--- src/rtl/vic_pkg.sv ---
package vic_pkg;

	// source and level geometry
	localparam int NUM_SRC = 22;
	localparam int SRC_W = 5;
	localparam int LVL_W = 3;
	localparam int NUM_LVL = 8;
	localparam int GROUP0_SRCS = 7;
	localparam int UPPER_SRCS = NUM_SRC - 1 - GROUP0_SRCS;
	localparam int PRIO_STEP = 4;
	localparam int BASE_W = 16;

	// register byte addresses
	localparam logic [31:0] ADDR_PROG_CFG = 32'hFFFF0010;
	localparam logic [31:0] ADDR_VECTOR_BASE = 32'hFFFF0014;
	localparam logic [31:0] ADDR_NORMAL_VECTOR = 32'hFFFF001C;
	localparam logic [31:0] ADDR_PRIORITY_GROUP_ZERO = 32'hFFFF0020;
	localparam logic [31:0] ADDR_INTERRUPT_CONTROL = 32'hFFFF0030;
	localparam logic [31:0] ADDR_FAST_STATUS = 32'hFFFF0100;
	localparam logic [31:0] ADDR_FAST_RAW_SIGNAL = 32'hFFFF0104;
	localparam logic [31:0] ADDR_FAST_ENABLE_MASK = 32'hFFFF0108;
	localparam logic [31:0] ADDR_FAST_ENABLE_CLEAR = 32'hFFFF010C;

	// reset values
	localparam logic [BASE_W-1:0] RST_VECTOR_BASE = 16'h0000;
	localparam logic [31:0] RST_PRIORITY_GROUP_ZERO = 32'h00000000;
	localparam logic [1:0] RST_INTERRUPT_CONTROL = 2'h0;
	localparam logic [1:0] RST_PROG_CFG = 2'h0;

	// writable bits of the first priority register
	localparam logic [31:0] PRIO0_MASK = 32'h77777770;

	// field positions
	localparam int CTRL_NORMAL_VEC = 0;
	localparam int CTRL_FAST_VEC = 1;
	localparam int PROG_NORMAL_BIT = 1;
	localparam int PROG_FAST_BIT = 2;
	localparam int PROG_SRC = 1;
	localparam int VEC_IDX_LSB = 2;
	localparam int VEC_BASE_LSB = 7;
	localparam int VEC_TOP_ZERO = 23;
	localparam int HTRANS_ACTIVE = 1;

	localparam logic HRESP_OKAY = 1'b0;

endpackage

--- src/rtl/vectored_interrupt_controller.sv ---
`timescale 1ns/10ps
// Functional notes
// writing ones to the clear register drops those fast enable bits only
// software disables a source only in its handler or with peripheral off
// software never clears the enable of a source with a pending request
// fast status bit is raw fast signal AND fast enable
// set status bit means active fast request; plain mode has no vectoring
// programmed requests bypass masks and set status and raw together
// programmed bit 2 drives fast status and raw bit 1
// programmed bit 1 drives normal status and raw bit 1
// sources hold requests at least the minimum latency
// control bit 0 vectors normal sources, bit 1 vectors fast sources
// eight levels per type, sixteen when both types vectored
// fast request always beats a normal request
// each prioritised source takes a level 0 to 7 in 3-bit fields
// vector base holds 16 writable bits, upper half reads zero
// normal vector packs base, winning source index, zero low bits
// software reads normal vector only after a vectored normal interrupt
// first priority register holds levels for seven sources
// source 0 has no level; bits 3 to 0 reserved
// enabling a source as one type disables it as the other
// fast status bits 31 to 1 ORed into fast request and bit 0
// nesting status bit blocks its level and all lower levels
// equal levels resolve to the lower source number
// reserved bits read zero and ignore writes
module vectored_interrupt_controller
	import vic_pkg::*;
(
	input wire logic hclk,
	input wire logic hresetn,
	input wire logic hsel,
	input wire logic [31:0] haddr,
	input wire logic [1:0] htrans,
	input wire logic hwrite,
	input wire logic [2:0] hsize,
	input wire logic [31:0] hwdata,
	input wire logic hready,
	output logic [31:0] hrdata,
	output logic hreadyout,
	output logic hresp,
	input wire logic [vic_pkg::NUM_SRC-1:1] source_line,
	input wire logic [vic_pkg::NUM_SRC-1:0] normal_status,
	input wire logic [vic_pkg::NUM_SRC-1:1] normal_enable_set,
	input wire logic [vic_pkg::UPPER_SRCS*vic_pkg::LVL_W-1:0] upper_priority,
	input wire logic [vic_pkg::NUM_LVL-1:0] nesting_status,
	output logic fast_request,
	output logic normal_request,
	output logic fast_any,
	output logic normal_programmed,
	output logic [vic_pkg::NUM_SRC-1:1] normal_enable_drop,
	output logic vector_taken,
	output logic [vic_pkg::LVL_W-1:0] vector_level,
	output logic [vic_pkg::SRC_W-1:0] fast_top_source,
	output logic [vic_pkg::LVL_W-1:0] fast_top_level
);

	import vic_pkg::*;

	// bus phase capture
	logic take;
	logic valid_q;
	logic write_q;
	logic [31:0] addr_q;
	logic wr;
	logic rd_phase;

	// software state
	logic [BASE_W-1:0] vector_base;
	logic [31:0] priority_group_zero;
	logic [1:0] interrupt_control;
	logic [1:0] programmed_interrupt_config;
	logic [NUM_SRC-1:1] fast_enable_mask;
	logic [NUM_SRC-1:1] next_fast_enable_mask;

	// fast path
	logic [NUM_SRC-1:1] fast_raw_signal;
	logic [NUM_SRC-1:1] fast_status;
	logic fast_or;

	// prioritisation
	logic [NUM_SRC*LVL_W-1:0] levels;
	logic nfound;
	logic [SRC_W-1:0] nindex;
	logic [LVL_W-1:0] nlevel;
	logic ffound;
	logic [SRC_W-1:0] findex;
	logic [LVL_W-1:0] flevel;
	logic blocked;
	logic [31:0] read_mux;
	logic prog_fast;

	assign take = hsel && htrans[HTRANS_ACTIVE] && hready;
	assign wr = valid_q && write_q;
	assign rd_phase = valid_q && !write_q;
	assign prog_fast = programmed_interrupt_config[PROG_FAST_BIT-1];

	// address phase register, zero wait states
	always_ff @(posedge hclk or negedge hresetn) begin
		if (!hresetn) begin
			valid_q <= 1'b0;
			write_q <= 1'b0;
			addr_q <= '0;
		end else begin
			valid_q <= take;
			if (take) begin
				write_q <= hwrite;
				addr_q <= haddr;
			end
		end
	end

	// slave ready from the first clock after reset, always okay
	always_ff @(posedge hclk or negedge hresetn) begin
		if (!hresetn) begin
			hreadyout <= 1'b0;
			hresp <= HRESP_OKAY;
		end else begin
			hreadyout <= 1'b1;
			hresp <= HRESP_OKAY;
		end
	end

	// vector base, only the low half stores
	always_ff @(posedge hclk or negedge hresetn) begin
		if (!hresetn) begin
			vector_base <= RST_VECTOR_BASE;
		end else if (wr && addr_q == ADDR_VECTOR_BASE) begin
			vector_base <= hwdata[BASE_W-1:0];
		end
	end

	// first priority register, reserved bits dropped
	always_ff @(posedge hclk or negedge hresetn) begin
		if (!hresetn) begin
			priority_group_zero <= RST_PRIORITY_GROUP_ZERO;
		end else if (wr && addr_q == ADDR_PRIORITY_GROUP_ZERO) begin
			priority_group_zero <= hwdata & PRIO0_MASK;
		end
	end

	// vectoring enables
	always_ff @(posedge hclk or negedge hresetn) begin
		if (!hresetn) begin
			interrupt_control <= RST_INTERRUPT_CONTROL;
		end else if (wr && addr_q == ADDR_INTERRUPT_CONTROL) begin
			interrupt_control <= hwdata[CTRL_FAST_VEC:CTRL_NORMAL_VEC];
		end
	end

	// programmed requests, bits 2 and 1 only
	always_ff @(posedge hclk or negedge hresetn) begin
		if (!hresetn) begin
			programmed_interrupt_config <= RST_PROG_CFG;
		end else if (wr && addr_q == ADDR_PROG_CFG) begin
			programmed_interrupt_config <= hwdata[PROG_FAST_BIT:PROG_NORMAL_BIT];
		end
	end

	// fast enable: set, clear, and cross-type exclusion
	always_comb begin
		next_fast_enable_mask = fast_enable_mask & ~normal_enable_set;
		if (wr && addr_q == ADDR_FAST_ENABLE_MASK) begin
			next_fast_enable_mask = next_fast_enable_mask | hwdata[NUM_SRC-1:1];
		end
		if (wr && addr_q == ADDR_FAST_ENABLE_CLEAR) begin
			next_fast_enable_mask = next_fast_enable_mask & ~hwdata[NUM_SRC-1:1];
		end
	end

	always_ff @(posedge hclk or negedge hresetn) begin
		if (!hresetn) begin
			fast_enable_mask <= '0;
		end else begin
			fast_enable_mask <= next_fast_enable_mask;
		end
	end

	// fast enable writes knock out the normal enable of the same bits
	always_ff @(posedge hclk or negedge hresetn) begin
		if (!hresetn) begin
			normal_enable_drop <= '0;
		end else if (wr && addr_q == ADDR_FAST_ENABLE_MASK) begin
			normal_enable_drop <= hwdata[NUM_SRC-1:1];
		end else begin
			normal_enable_drop <= '0;
		end
	end

	// raw fast signal sampled from the sources plus programmed request
	always_ff @(posedge hclk or negedge hresetn) begin
		if (!hresetn) begin
			fast_raw_signal <= '0;
		end else begin
			fast_raw_signal <= source_line;
			fast_raw_signal[PROG_SRC] <= source_line[PROG_SRC] | prog_fast;
		end
	end

	// enabled fast status; programmed bit is not maskable
	always_comb begin
		fast_status = fast_raw_signal & fast_enable_mask;
		fast_status[PROG_SRC] = fast_status[PROG_SRC] | prog_fast;
		fast_or = |fast_status;
	end

	// level table: source 0 fixed, group zero, then upper sources
	genvar g;
	generate
		for (g = 0; g < NUM_SRC; g++) begin : g_lvl
			if (g == 0) begin : g_src0
				assign levels[g*LVL_W +: LVL_W] = '0;
			end else if (g <= GROUP0_SRCS) begin : g_grp0
				assign levels[g*LVL_W +: LVL_W] =
					priority_group_zero[g*PRIO_STEP +: LVL_W];
			end else begin : g_upper
				assign levels[g*LVL_W +: LVL_W] =
					upper_priority[(g-GROUP0_SRCS-1)*LVL_W +: LVL_W];
			end
		end
	endgenerate

	// winner among active normal sources
	priority_select u_normal_sel (
		.active(normal_status),
		.levels(levels),
		.found(nfound),
		.index(nindex),
		.level(nlevel)
	);

	// winner among active fast sources, combined bit excluded
	priority_select u_fast_sel (
		.active({fast_status, 1'b0}),
		.levels(levels),
		.found(ffound),
		.index(findex),
		.level(flevel)
	);

	// nesting block: winner level or any higher level in service
	always_comb begin
		blocked = 1'b0;
		for (int j = 0; j < NUM_LVL; j++) begin
			if (nesting_status[j] && LVL_W'(j) <= nlevel) begin
				blocked = 1'b1;
			end
		end
	end

	// requests to the core; fast masks normal
	always_ff @(posedge hclk or negedge hresetn) begin
		if (!hresetn) begin
			fast_request <= 1'b0;
			fast_any <= 1'b0;
			normal_request <= 1'b0;
		end else begin
			fast_request <= fast_or;
			fast_any <= fast_or;
			normal_request <= nfound && !fast_or &&
				!(interrupt_control[CTRL_NORMAL_VEC] && blocked);
		end
	end

	// programmed normal request handed to the normal registers
	always_ff @(posedge hclk or negedge hresetn) begin
		if (!hresetn) begin
			normal_programmed <= 1'b0;
		end else begin
			normal_programmed <= programmed_interrupt_config[PROG_NORMAL_BIT-1];
		end
	end

	// fast winner only reported when fast vectoring is on
	always_ff @(posedge hclk or negedge hresetn) begin
		if (!hresetn) begin
			fast_top_source <= '0;
			fast_top_level <= '0;
		end else if (interrupt_control[CTRL_FAST_VEC] && ffound) begin
			fast_top_source <= findex;
			fast_top_level <= flevel;
		end else begin
			fast_top_source <= '0;
			fast_top_level <= '0;
		end
	end

	// vector read tells the nesting logic which level entered service
	always_ff @(posedge hclk or negedge hresetn) begin
		if (!hresetn) begin
			vector_taken <= 1'b0;
			vector_level <= '0;
		end else if (take && !hwrite && haddr == ADDR_NORMAL_VECTOR &&
				interrupt_control[CTRL_NORMAL_VEC] && nfound) begin
			vector_taken <= 1'b1;
			vector_level <= nlevel;
		end else begin
			vector_taken <= 1'b0;
		end
	end

	// read multiplexer, unmapped reads zero
	always_comb begin
		read_mux = '0;
		case (haddr)
			ADDR_PROG_CFG: begin
				read_mux[PROG_FAST_BIT:PROG_NORMAL_BIT] = programmed_interrupt_config;
			end
			ADDR_VECTOR_BASE: begin
				read_mux[BASE_W-1:0] = vector_base;
			end
			ADDR_NORMAL_VECTOR: begin
				read_mux[VEC_BASE_LSB +: BASE_W] = vector_base;
				read_mux[VEC_IDX_LSB +: SRC_W] = nindex;
			end
			ADDR_PRIORITY_GROUP_ZERO: begin
				read_mux = priority_group_zero;
			end
			ADDR_INTERRUPT_CONTROL: begin
				read_mux[CTRL_FAST_VEC:CTRL_NORMAL_VEC] = interrupt_control;
			end
			ADDR_FAST_STATUS: begin
				read_mux[NUM_SRC-1:0] = {fast_status, fast_or};
			end
			ADDR_FAST_RAW_SIGNAL: begin
				read_mux[NUM_SRC-1:0] = {fast_raw_signal, fast_or};
			end
			ADDR_FAST_ENABLE_MASK: begin
				read_mux[NUM_SRC-1:1] = fast_enable_mask;
			end
			default: begin
				read_mux = '0;
			end
		endcase
	end

	always_ff @(posedge hclk or negedge hresetn) begin
		if (!hresetn) begin
			hrdata <= '0;
		end else if (take && !hwrite) begin
			hrdata <= read_mux;
		end
	end
endmodule

--- src/rtl/priority_select.sv ---
`timescale 1ns/10ps
module priority_select
	import vic_pkg::*;
(
	input wire logic [vic_pkg::NUM_SRC-1:0] active,
	input wire logic [vic_pkg::NUM_SRC*vic_pkg::LVL_W-1:0] levels,
	output logic found,
	output logic [vic_pkg::SRC_W-1:0] index,
	output logic [vic_pkg::LVL_W-1:0] level
);

	// lowest level wins; scanning downward makes ties go to the lower source
	always_comb begin
		found = 1'b0;
		index = '0;
		level = '1;
		for (int i = NUM_SRC - 1; i >= 0; i--) begin
			if (active[i] && (!found || levels[i*LVL_W +: LVL_W] <= level)) begin
				found = 1'b1;
				index = SRC_W'(i);
				level = levels[i*LVL_W +: LVL_W];
			end
		end
	end

endmodule

--- config.mk ---
export PLATFORM = sky130hd
export DESIGN_NAME = vectored_interrupt_controller
export DESIGN_NICKNAME = d
export VERILOG_FILES = /design/src/rtl/vic_pkg.sv /design/src/rtl/vectored_interrupt_controller.sv /design/src/rtl/priority_select.sv
export SDC_FILE = /design/constraint.sdc
export NUM_CORES = 1
export LEC_CHECK = 0
export ABC_AREA = 0
export BUFFER_PORTS_ARGS = -buffer_cell sky130_fd_sc_hd__buf_4
export CAP_MARGIN = 10
export CORE_ASPECT_RATIO = 1.4
export CORE_MARGIN = 1.5
export CORE_UTILIZATION = 45
export CTS_CLUSTER_DIAMETER = 60
export DETAILED_ROUTE_END_ITERATION = 16
export HOLD_SLACK_MARGIN = 0.15
export PLACE_DENSITY = 0.69
export SYNTH_ARGS = -nofsm -noshare
export SYNTH_HDL_FRONTEND = slang
export SYNTH_HIERARCHICAL = 1
export SYNTH_SLANG_ARGS = --single-unit
--- constraint.sdc ---
create_clock -name hclk -period 24.4 [get_ports hclk]
set_clock_uncertainty 0.05 [all_clocks]
set_input_delay 2.44 -clock hclk [delete_from_list [all_inputs] [get_ports hclk]]
set_output_delay 2.44 -clock hclk [all_outputs]
set_load 0.01 [all_outputs]
# After elaboration in Yosys (flattened, before gate mapping)
# Cells that the tools add are included.
# word_totals
output_inout_bits,71
inputBits,188
reg_bits,186
# classes
n_reduce_logical,153
n_eq_ne,14
mux,150
bitwise,8
magnitude_cmp,49
# ops
cell,n
"== test 32 bit, second input constant",14
two-way mux 5 bit,44
two-way mux 3 bit,44
<= comparator 3 bit,40
one-hot mux 13 bit (6 select lines),1
logical AND 1 bit,66
bitwise AND 21 bit,3
two-way mux 21 bit,3
two-way mux 1 bit,52
logical NOT 1 bit,44
NOT 21 bit,2
logical OR 1 bit,41
one-hot mux 6 bit (5 select lines),1
bitwise OR 21 bit,1
OR reduction 21 bit,1
"<= comparator 3 bit, first input constant",4
one-hot mux 1 bit (6 select lines),2
"<= comparator 1 x 3 -> 1 bit, first input constant",3
two-way mux 8 bit,1
"<= comparator 2 x 3 -> 1 bit, first input constant",2
one-hot mux 1 bit (3 select lines),1
bitwise OR 1 bit,2
one-hot mux 1 bit (2 select lines),1
OR reduction 2 bit,1

# Depth between registers and ports, before layout
# Gate-level depths: netlist of the first run.
# logic_depth
word_depth,98
mapped_depth,166
depth_no_buf,162

# Modules after synthesis
# Netlist of the first run, hierarchy kept.
# by_module_without_submodules
mod,area_per_inst_um2,cells_per_inst,seq_area_each_um2,n_inst
vectored_interrupt_controller,7775.0,623,4579.4,1
priority_select,3261.9,458,0.0,2

# Least setup slack after synthesis of the first run
# Ideal clock, no wire load.
# synth_path
path_kind,input to register
from,in normal_status[21] in the netlist's numbering
to,reg normal_request
t_arrival_ns,29.095
cell_stages,153
path_buffers,4
slack_ns,-4.839
cell_sequence,buf_6 -> nand2b_1 -> inv_1 -> ha_1 -> nor2b_1 -> o31ai_1 -> o21a_1 -> o21ai_0 -> ha_1 -> nor2b_1 -> o32ai_1 -> o21ai_0 -> o211ai_1 -> nand2_1 -> inv_1 -> ha_1 -> a21oi_1 -> o21a_1 -> [... 117 more ...] -> a21oi_1 -> a31oi_1 -> a21boi_2 -> inv_1 -> mux2_2 -> ha_1 -> inv_1 -> a21o_1 -> a21oi_1 -> a31oi_1 -> o21ai_0 -> nand2_1 -> nand2_1 -> o221ai_1 -> a21o_1 -> a221o_1 -> a211o_1 -> a211oi_1
# synth_between
elab_chain_len,98
# synth_rtl
element,line,rtl
"start, declared",vectored_interrupt_controller.sv:42,"input wire logic [vic_pkg::NUM_SRC-1:0] normal_status,"
two-way mux 3 bit or two-way mux 1 bit (tied branches),priority_select.sv:18,if (active[i] && (!found || levels[i*LVL_W +: LVL_W] <= level)) begin
<= comparator 3 bit or logical NOT 1 bit (tied branches),priority_select.sv:18,
logical OR 1 bit,priority_select.sv:18,
logical AND 1 bit,priority_select.sv:18,
two-way mux 3 bit or two-way mux 1 bit (tied branches),priority_select.sv:18,
<= comparator 3 bit or logical NOT 1 bit (tied branches),priority_select.sv:18,
logical OR 1 bit,priority_select.sv:18,
logical AND 1 bit,priority_select.sv:18,
[... 77 more ...],-,
via nlevel[2],vectored_interrupt_controller.sv:84,logic [LVL_W-1:0] nlevel;
<= comparator 1 x 3 -> 1 bit,vectored_interrupt_controller.sv:244,if (nesting_status[j] && LVL_W'(j) <= nlevel) begin
logical AND 1 bit,vectored_interrupt_controller.sv:244,
two-way mux 1 bit (7 in a row),vectored_interrupt_controller.sv:244,
two-way mux 1 bit *,vectored_interrupt_controller.sv:244,
logical AND 1 bit *,vectored_interrupt_controller.sv:260,!(interrupt_control[CTRL_NORMAL_VEC] && blocked);
logical NOT 1 bit *,vectored_interrupt_controller.sv:260,
logical AND 1 bit *,vectored_interrupt_controller.sv:259,normal_request <= nfound && !fast_or &&
"end signal, assigned",vectored_interrupt_controller.sv:259,
"end, declared",vectored_interrupt_controller.sv:47,"output logic normal_request,"
# Mark *: on every way through the listed nets, which the timed path passes. The rest lies on a longest branch.
# A chain may end at the register's enable or synchronous reset.

# Worst setup path in the final report of the first run
# layout_path
from,in upper_priority[40] in the netlist's numbering
to,reg normal_request
# layout_between
elab_chain_len,98
# layout_rtl
element,line,rtl
"start, declared",vectored_interrupt_controller.sv:44,"input wire logic [vic_pkg::UPPER_SRCS*vic_pkg::LVL_W-1:0] upper_priority,"
two-way mux 3 bit *,priority_select.sv:18,
<= comparator 3 bit,priority_select.sv:18,
logical OR 1 bit,priority_select.sv:18,
logical AND 1 bit,priority_select.sv:18,
two-way mux 3 bit or two-way mux 1 bit (tied branches),priority_select.sv:18,
<= comparator 3 bit or logical NOT 1 bit (tied branches),priority_select.sv:18,
logical OR 1 bit,priority_select.sv:18,
logical AND 1 bit,priority_select.sv:18,
[... 77 more ...],-,
via nlevel[2],vectored_interrupt_controller.sv:84,
<= comparator 1 x 3 -> 1 bit,vectored_interrupt_controller.sv:244,
logical AND 1 bit,vectored_interrupt_controller.sv:244,
two-way mux 1 bit (7 in a row),vectored_interrupt_controller.sv:244,
two-way mux 1 bit *,vectored_interrupt_controller.sv:244,
logical AND 1 bit *,vectored_interrupt_controller.sv:260,
logical NOT 1 bit *,vectored_interrupt_controller.sv:260,
logical AND 1 bit *,vectored_interrupt_controller.sv:259,
# Marks and branches as above.

==> run metrics, run 1 <==
status=complete, but fails checks; failing checks=setup timing; Req. time, crit path=24.72 ns; largest net degree at the start of global routing=127; Initial Util=0.455; relative max-transition margin=0.295; gr ovfl total=0; Final WS setup=-3.15 ns; minimum clock period=27.55 ns; VDD IR-drop max=91.1 uV; max-cap viol count=0; Sink Count=183; yosys warns=6; Port Buf Inserts=247; LEAKAGE=10.0 nW; post-synthesis sequential area ratio=0.320; worst skew pair latency=0.45 ns; startpoint types=primary input; Vias/cell=5.85; CTS Buf Count=17; Routed WL=51.7 mm; power density cells=131 mW/mm^2; Die Ht=214 um; maximum buffer depth of the clock tree=2; aggregate global-route resource usage=0.302; Hold EP=normal_programmed$_DFF_PN0_; TritonCTS clock tree=built; slowest CP cell=ha_1; RR Startpoint=fast_raw_signal[21]$_DFF_PN0_; most frequent cells after synthesis=dfrtp_1 (183), ha_1 (126), nand2_1 (125), inv_1 (114), o21ai_0 (84); EDFF count, synth=0; # IOs=259; dominant synthesized flop cell=dfrtp_1; Tot Pwr=2.77 mW; clock slew at reported path FFs=0.07 ns; area of the multi-input gates=0.0105 sq mm; Synth top area share=0.320; Cells after Synth=1539; Yosys top cell by area=dfrtp_1; post-synthesis cell type count=97; worst slack at placement=-3.55 ns; routability cong.=0.940; Worst EP arrival=27.87 ns; DP Wirelength=40.3 mm; CTS Root Cell=clkbuf_16; drt initial violations=883; Netlist Area Pre-Place=0.0143 sq mm; Routed wire per std cell=20.4 um; fillcell total=2487; final setup violation count=17; Setup crit start=upper_priority[40]; CP Class=in -> reg; Finished Layout Cells=2531; vias in the first global route=15200; Hold Vio Cnt, Final=0; Core Area=0.0314 sq mm; highest clock rate=36.3 MHz; initial antenna violation count=0; final max-slew violation count=0; post-route ant nets=0; Initial DRT Pass Iterations=5; R2R setup slack=-0.69 ns; via count of the routed design=14800; CP endpoint kind=register; Max stage delay on crit path=0.35 ns; most numerous cell in the Yosys netlist=dfrtp_1; CTS H-tree depth=4; hold depth=0; placed cell count=2420; register area=0.00458 sq mm; net count reported at finish=2437; first-pass GRT wire length=78.0 mm; hold path startpoint=programmed_interrupt_config[0]$_DFFE_PN0P_; worst reg-to-reg path cell count=143; Hold Crit Class=reg -> reg; CP most frequent cell=o21a_1; Area contributors post-synth=dfrtp_1 (32%), ha_1 (11%), mux2_2 (5.7%); DIE WIDTH=154 um; Worst Max-Slew Pin Slew=1.05 ns; #FFs+latches synth=183; layout cells sized above 1=0.464; asr flop ratio synth=1.00; Crit Path Max Fanout=7; # DRC=0; R2R Path End=fast_top_level[1]$_DFF_PN0_; site row count=77; Area Overhead vs Synth=48.3%; Antenna diodes=0; Syn Area/Cell=9.29 sq um; RSZ-0062 raised after global routing=true; period utilization=1.13; die area=0.0329 sq mm
## cell families (layout without fill, tap and decap cells)
kind of cell,Yosys count,in the layout,share of synthesized area
adder cells (fa/ha/maj),126,126,0.110
flip-flops,183,183,0.320
AO/OA/AOI/OAI,471,471,0.243
other,2,17,0.000525
multiplexers,107,107,0.0835
AND/OR/NAND/NOR,489,489,0.195
buffers and inverters,161,743,0.0479
## flip-flops by register name, indices dropped and copies added (netlist names), 3 cells and up
register	flops
addr_q	32
hrdata	29
fast_enable_mask	21
fast_raw_signal	21
normal_enable_drop	21
priority_group_zero	21
vector_base	16
fast_top_source	5
fast_top_level	3
vector_level	3
## what timing repair did
action | 4_1_cts | 5_1_grt
buffers inserted | 45 | 35
pin swaps | 50 | 125
hold buffers | 0 | 0
setup endpoints to repair | 17 | 17
gates resized for setup | 46 | 139
## metal layers
metal  up-vias  track usage  wire length (um)
li1       6908            -                 -
met1      7235        0.324             19100
met2       518        0.571             27600
met3       143       0.0466              2620
met4         0        0.147              2460
met5         -            0                 0
## worst max-delay path by stage
stage | end | slack [ns]
global route | normal_request$_DFF_PN0_ | -4.43
global placement | normal_request$_DFF_PN0_ | -2.78
CTS | normal_request$_DFF_PN0_ | -2.71
detailed placement | normal_request$_DFF_PN0_ | -3.55
floorplan | normal_request$_DFF_PN0_ | -2.90
finish | normal_request$_DFF_PN0_ | -3.15
## power by group
group | internal (mW) | total (mW) | switching, mW
clock | 0.161 | 0.287 | 0.125
sequential | 0.320 | 0.336 | 0.0157
combinational | 1.16 | 2.15 | 0.989
total | 1.64 | 2.77 | 1.13
## per-stage QoR
stage	hold slack [ns]	cell area (sq um)	util	setup TNS, ns
2_1_floorplan	0.315	15000	-	-29.86
3_3_place_gp	0.357	19100	0.607	-40.13
3_5_place_dp	0.357	19100	0.607	-50.48
4_1_cts	0.371	20200	0.644	-35.59
5_1_grt	0.386	21200	0.675	-67.40
6_report	0.386	21200	0.675	-43.32
## worst max-delay path: cells and delay by family
family,cells,cell delay (ns)
mux,5,1.26
simple gates,39,4.75
buf+inv,12,1.29
compound gates,77,12.56
fa+ha+maj,21,5.51
## layout by cell type, fill, tap and decap left out, types with 15 or more instances in the layout
cell type	Yosys	final
ha_4	0	28
a2bb2oi_1	25	25
nand2_1	125	104
o21a_1	51	48
buf_4	9	578
nor2b_1	58	41
o21ai_0	84	41
buf_6	5	18
and2_1	56	49
clkbuf_16	0	17
inv_1	114	99
mux2_2	72	67
inv_2	0	15
dfrtp_1	183	183
o21ai_2	8	32
a21oi_1	43	33
o211ai_1	25	25
nand3_1	61	53
conb_1	2	17
a21o_1	27	27
ha_1	126	93
nand4_1	19	19
nor2b_4	0	16
o21ai_1	24	37
nor2_1	52	42
o22ai_1	22	15
nand2_2	3	19
## cell type report
class                      count  share of cell area
inverter                     114              0.0202
clock inverter                11             0.00643
sequential                   183               0.216
tap                          395              0.0233
clock buffer                  21              0.0222
multi-input combinational   1210               0.497
timing repair buffer         597               0.215
Note: power is estimated with default switching activity, not from simulation.
==> run 2, diff against run 1 <==
--- a/config.mk
+++ b/config.mk
@@ -6,7 +6,8 @@
 export NUM_CORES = 1
 export LEC_CHECK = 0
 export ABC_AREA = 0
-export BUFFER_PORTS_ARGS = -buffer_cell sky130_fd_sc_hd__buf_4
+export ABC_CLOCK_PERIOD_IN_PS = 24400
+export BUFFER_PORTS_ARGS = -buffer_cell sky130_fd_sc_hd__buf_2
 export CAP_MARGIN = 10
 export CORE_ASPECT_RATIO = 1.4
 export CORE_MARGIN = 1.5
==> run 2 against run 1 <==
The flow still finishes with violations (setup timing). Sequential cell count is the same. Worst setup slack worse by 0.062 ns. First-iteration DRC count is 6.5% lower. Hold slack lost 0.027 ns. Sequential power about the same. Global-route usage fell by 0.31 points. Die area unchanged. Cell count fell by 0.16%. Routed wire length decreased by 1.9%. Clock-buffer cell count shrank 2. Cell area decreased by 3.2%. Clock power increased by 1%.
==> run metrics, run 2 (synthesized netlist as in run 1, its figures left out) <==
Reg with most FFs=addr_q; worst reg-to-reg path cell count=145; CP most frequent cell=o21a_1; Core Area=0.0314 sq mm; Worst Max-Slew Pin Slew=1.11 ns; max-cap viol count=0; CTS Root Cell=clkbuf_16; net count reported at finish=2434; die area=0.0329 sq mm; TritonCTS clock tree=built; Vias/cell=5.85; R2R setup slack=-0.53 ns; Hold Crit Class=reg -> reg; maximum buffer depth of the clock tree=2; slowest CP cell=mux2_4; CTS H-tree depth=4; CP endpoint=normal_request$_DFF_PN0_; RSZ-0062 raised after global routing=true; # IOs=259; clock slew at reported path FFs=0.07 ns; Antenna diodes=0; post-route ant nets=0; Routed wire per std cell=20.1 um; worst skew pair latency=0.44 ns; biggest regs=addr_q (32), hrdata (29); DP Wirelength=39.8 mm; status=complete, but fails checks; Worst EP arrival=27.93 ns; Hold Vio Cnt, Final=0; startpoint types=primary input; Die Ht=214 um; highest clock rate=36.2 MHz; Setup crit start=upper_priority[40]; Initial DRT Pass Iterations=8; layout cells sized above 1=0.461; final setup violation count=17; setup tns final=-43.59 ns; CTS Buf Count=17; Final WS setup=-3.21 ns; VDD IR-drop max=89.4 uV; vias in the first global route=15000; site row count=77; aggregate global-route resource usage=0.299; Sink Count=183; R2R Path End=fast_top_level[1]$_DFF_PN0_; CP endpoint kind=register; failing checks=setup timing; routability cong.=0.942; Crit Path Max Fanout=6; LEAKAGE=9.81 nW; fillcell total=2543; first-pass GRT wire length=77.4 mm; Area Overhead vs Synth=43.5%; largest net degree at the start of global routing=112; Initial Util=0.455; gr ovfl total=0; final max-slew violation count=0; Tot Pwr=2.68 mW; DIE WIDTH=154 um; period utilization=1.13; # DRC=0; initial antenna violation count=1; Routed WL=50.7 mm; drt initial violations=826; CP Class=in -> reg; Req. time, crit path=24.71 ns; via count of the routed design=14800; max reg flops=32; most frequent cells in the layout=buf_4 (331), buf_2 (245), dfrtp_1 (183); Port Buf Inserts=247; power density cells=131 mW/mm^2; commonest non-fill, non-tap cell in the layout=buf_4; fin util=0.653; Max stage delay on crit path=0.35 ns; relative max-transition margin=0.253; RR Startpoint=fast_raw_signal[21]$_DFF_PN0_; minimum clock period=27.61 ns
==> run 2: changes by cell type in the layout (fill, tap and decap cells not counted), moves of 4 or more <==
cell	before	now
buf_4	578	331
buf_2	0	245
ha_1	93	97
nor2b_1	41	45
==> run 2: layout make-up <==
class | instances | area, sq um | share of cell area
flip-flops and latches | 183 | 4580 | 0.223
inverters | 114 | 428 | 0.0209
repair buffers | 594 | 3930 | 0.191
clock inverters | 12 | 164 | 0.00799
multi-input cells | 1210 | 10500 | 0.511
well taps | 395 | 494 | 0.0241
clock buffers | 19 | 453 | 0.0221
==> run 2: critical path, delay by kind of cell <==
family / cells / cell delay, ns
AO/OA/AOI/OAI: 77 / 12.68
adder cells (fa/ha/maj): 21 / 5.29
AND/OR/NAND/NOR: 38 / 4.55
buffers and inverters: 17 / 1.55
multiplexers: 5 / 1.36
==> run 2: worst min-delay path by stage <==
| stage | from | endpoint | slack (ns) | cells past startpoint |
|---|---|---|---|---|
| after CTS | programmed_interrupt_config[0]$_DFFE_PN0P_ | normal_programmed$_DFF_PN0_ | 0.36 | 0 |
| after global placement | programmed_interrupt_config[0]$_DFFE_PN0P_ | normal_programmed$_DFF_PN0_ | 0.34 | 0 |
| after detailed placement | programmed_interrupt_config[0]$_DFFE_PN0P_ | normal_programmed$_DFF_PN0_ | 0.34 | 0 |
| final | programmed_interrupt_config[0]$_DFFE_PN0P_ | normal_programmed$_DFF_PN0_ | 0.36 | 0 |
| after global routing | programmed_interrupt_config[0]$_DFFE_PN0P_ | normal_programmed$_DFF_PN0_ | 0.38 | 0 |
| after floorplan | programmed_interrupt_config[0]$_DFFE_PN0P_ | normal_programmed$_DFF_PN0_ | 0.32 | 0 |
==> run 2: power breakdown <==
part | switching (mW) | total [mW] | internal (mW)
Clock | 0.123 | 0.291 | 0.167
Sequential | 0.0154 | 0.336 | 0.320
Combinational | 0.959 | 2.06 | 1.10
==> run 2: per-stage QoR <==
step                cell area (sq um)  cells  worst slack [ns]  hold WS [ns]
floorplan                       15000   1554             -2.90         0.315
global placement                18500   2422             -2.73         0.337
detailed placement              18500   2422             -3.71         0.343
CTS                             19600   2487             -2.73         0.359
global route                    20500   2527             -4.54         0.378
finish                          20500   2527             -3.21         0.359
==> run 2: per-layer routing <==
layer  global-route usage  part of all wire  routed length, um
met2                0.559              0.53              26800
met3               0.0472             0.053               2710
met4                0.142             0.048               2440
met5                    0           0.00026                 13
met1                0.327              0.37              18700
==> run 2: repair_timing <==
| item | in CTS | in global routing |
|---|---|---|
| setup endpoints to repair | 17 | 17 |
| pin swaps | 48 | 132 |
| hold buffers | 0 | 0 |
| resized for setup | 39 | 127 |
| setup buffers | 34 | 44 |
==> run 3, diff against run 2 <==
--- a/config.mk
+++ b/config.mk
@@ -15,8 +15,7 @@
 export CTS_CLUSTER_DIAMETER = 60
 export DETAILED_ROUTE_END_ITERATION = 16
 export HOLD_SLACK_MARGIN = 0.15
-export PLACE_DENSITY = 0.69
+export PLACE_DENSITY = 0.7
 export SYNTH_ARGS = -nofsm -noshare
 export SYNTH_HDL_FRONTEND = slang
-export SYNTH_HIERARCHICAL = 1
 export SYNTH_SLANG_ARGS = --single-unit
==> run 3 against run 2 <==
The flow still finishes with violations (setup timing). Clock power is essentially flat. Total power shrank 7.7%. Combinational power shrank 10%. Via count grew 2.4%. Clock-buffer cell count is the same. Routed wire length grew 5.5%. Cell count grew 0.12%. Non-clock buffer count grew 78. Critical path type unchanged.
==> run metrics, run 3 <==
DP Wirelength=37.8 mm; Yosys top cell by area=dfrtp_1; sequential group share of total power=0.137; Max stage delay on crit path=0.41 ns; most frequent cells in the layout=buf_4 (405), buf_2 (244), dfrtp_1 (183); startpoint types=primary input; yosys warns=0; DIE WIDTH=149 um; period utilization=1.11; Area Overhead vs Synth=54.0%; aggregate global-route resource usage=0.333; hold path startpoint=programmed_interrupt_config[0]$_DFFE_PN0P_; power density cells=119 mW/mm^2; internal power=1.47 mW; most frequent cells after synthesis=dfrtp_1 (183), nand2_1 (147), ha_1 (120), inv_1 (107), nor2_1 (105); Tot Pwr=2.48 mW; placed cell count=2335; max-cap viol count=0; net count reported at finish=2443; via count of the routed design=15100; Synth top area share=0.340; Hold Vio Cnt, Final=0; post-synthesis sequential area ratio=0.340; clock share of power=0.117; Crit Path Max Fanout=6; die area=0.0310 sq mm; RR Startpoint=fast_raw_signal[21]$_DFF_PN0_; Reg with most FFs=addr_q; sw power=1.01 mW; slowest CP cell=or3_4; Port Buf Inserts=247; LEAKAGE=10.2 nW; Routed WL=53.5 mm; biggest regs=addr_q (32), hrdata (29); clock slew at reported path FFs=0.07 ns; # DRC=0; drt initial violations=1010; Worst EP arrival=27.25 ns; initial antenna violation count=3; final max-slew violation count=0; vias in the first global route=15400; Switching Fraction=0.408; Area contributors post-synth=dfrtp_1 (34%), ha_1 (11%), mux2_2 (7.5%); EDFF count, synth=0; fillcell total=2166; site row count=74; minimum clock period=26.97 ns; status=complete, but fails checks; CTS H-tree depth=4; commonest non-fill, non-tap cell in the layout=buf_4; Req. time, crit path=24.68 ns; Area after DPL=0.0176 sq mm; final hold slack=0.391 ns; VDD IR-drop max=131 uV; Initial Util=0.460; CP Class=in -> reg; CP endpoint kind=register; gr ovfl total=0; Comb pwr share=0.746; setup tns final=-39.52 ns; RSZ-0062 raised after global routing=true; Syn Area/Cell=9.00 sq um; # IOs=259; highest clock rate=37.1 MHz; CTS Root Cell=clkbuf_16; fin util=0.708; worst skew pair latency=0.45 ns; Post-Layout Inst Area=0.0207 sq mm; Final WS setup=-2.57 ns; first-pass GRT wire length=79.8 mm; Die Ht=208 um; maximum buffer depth of the clock tree=2; failing checks=setup timing; worst slack at placement=-3.02 ns; layout cells sized above 1=0.518; Worst Max-Slew Pin Slew=1.16 ns; most numerous cell in the Yosys netlist=dfrtp_1; dominant synthesized flop cell=dfrtp_1; post-synthesis cell type count=90; CTS Buf Count=17; Setup crit start=upper_priority[40]; asr flop ratio synth=1.00; Vias/cell=5.98; Netlist Area Pre-Place=0.0135 sq mm; TritonCTS clock tree=built; #FFs+latches synth=183; final setup violation count=17; Cells after Synth=1494; Initial DRT Pass Iterations=6; max reg flops=32; Hold Crit Class=reg -> reg; Sink Count=183; largest net degree at the start of global routing=112; Finished Layout Cells=2530; Core Area=0.0293 sq mm; post-route ant nets=0; routability cong.=0.960; relative max-transition margin=0.227; Routed wire per std cell=21.2 um
-- run 3: cell count changes after synthesis, moves of 23 or more --
| cell | delta |
|---|---|
| and2_1 | -44 |
| nor2_1 | +53 |
| a2bb2oi_1 | -24 |
| nor2b_1 | -31 |
| a21oi_1 | +23 |
-- run 3: repair_timing --
action / 4_1_cts / 5_1_grt
hold buffers: 0 / 0
buffers inserted: 129 / 35
gates resized for setup: 173 / 90
endpoints found under the setup margin: 17 / 17
pin swaps: 156 / 96
cloned: 0 / 0
-- run 3: worst paths after layout --
| kind | endpoint | slack [ns] | cells after the start |
|---|---|---|---|
| setup reg to reg | fast_top_level[0]$_DFF_PN0_ | -1.09 | 157 |
| hold reg to reg | normal_programmed$_DFF_PN0_ | 0.39 | 0 |
| setup / recovery | fast_top_level[0]$_DFF_PN0_ | -2.57 | 157 |
| max in group asynchronous | vector_level[0]$_DFFE_PN0P_ | 20.75 | 2 |
| hold / removal | normal_programmed$_DFF_PN0_ | 0.39 | 0 |
| min in group asynchronous | fast_enable_mask[11]$_DFF_PN0_ | 2.05 | 1 |
-- run 3: critical path, delay by kind of cell --
family                     cells  cell delay (ns)
AOI/OAI and AO/OA             74            11.65
and+or+nand+nor               42             5.27
muxes                          4             1.09
buffers and inverters         17             2.10
adders and majority gates     20             4.69
-- run 3: cell type report --
class | count | area [sq um] | share of cell area
Antenna cell | 3 | 7.51 | 0.000362
Tap cell | 380 | 475 | 0.0229
Sequential cell | 183 | 4580 | 0.221
Clock inverter | 12 | 169 | 0.00815
Clock buffer | 19 | 443 | 0.0214
Timing Repair Buffer | 672 | 4540 | 0.219
Multi-Input combinational cell | 1154 | 10100 | 0.487
Inverter | 107 | 417 | 0.0201
-- run 3: power by group through the flow --
stage          combinational, mW  clock, mW  sequential, mW
2_1_floorplan              0.795          0           0.336
3_3_place_gp                1.30          0           0.343
3_5_place_dp                1.34          0           0.344
4_1_cts                     1.62      0.293           0.339
5_1_grt                     1.98      0.302           0.341
6_report                    1.85      0.290           0.340
-- run 3: cells by family after synthesis --
kind of cell	Yosys count	share of synthesized area
AND/OR/NAND/NOR	471	0.171
AO/OA/AOI/OAI	457	0.243
flip-flops	183	0.340
buffers and inverters	160	0.0503
adder cells (fa/ha/maj)	120	0.112
multiplexers	101	0.0834
other	2	0.000558
-- run 3: layer usage --
layer  vias up  part of all wire  GRT usage
met2       706              0.51      0.595
met3       235             0.054     0.0486
met4         0             0.071      0.222
li1       6846                 -          -
met1      7348              0.36      0.360
met5         -                 0          0
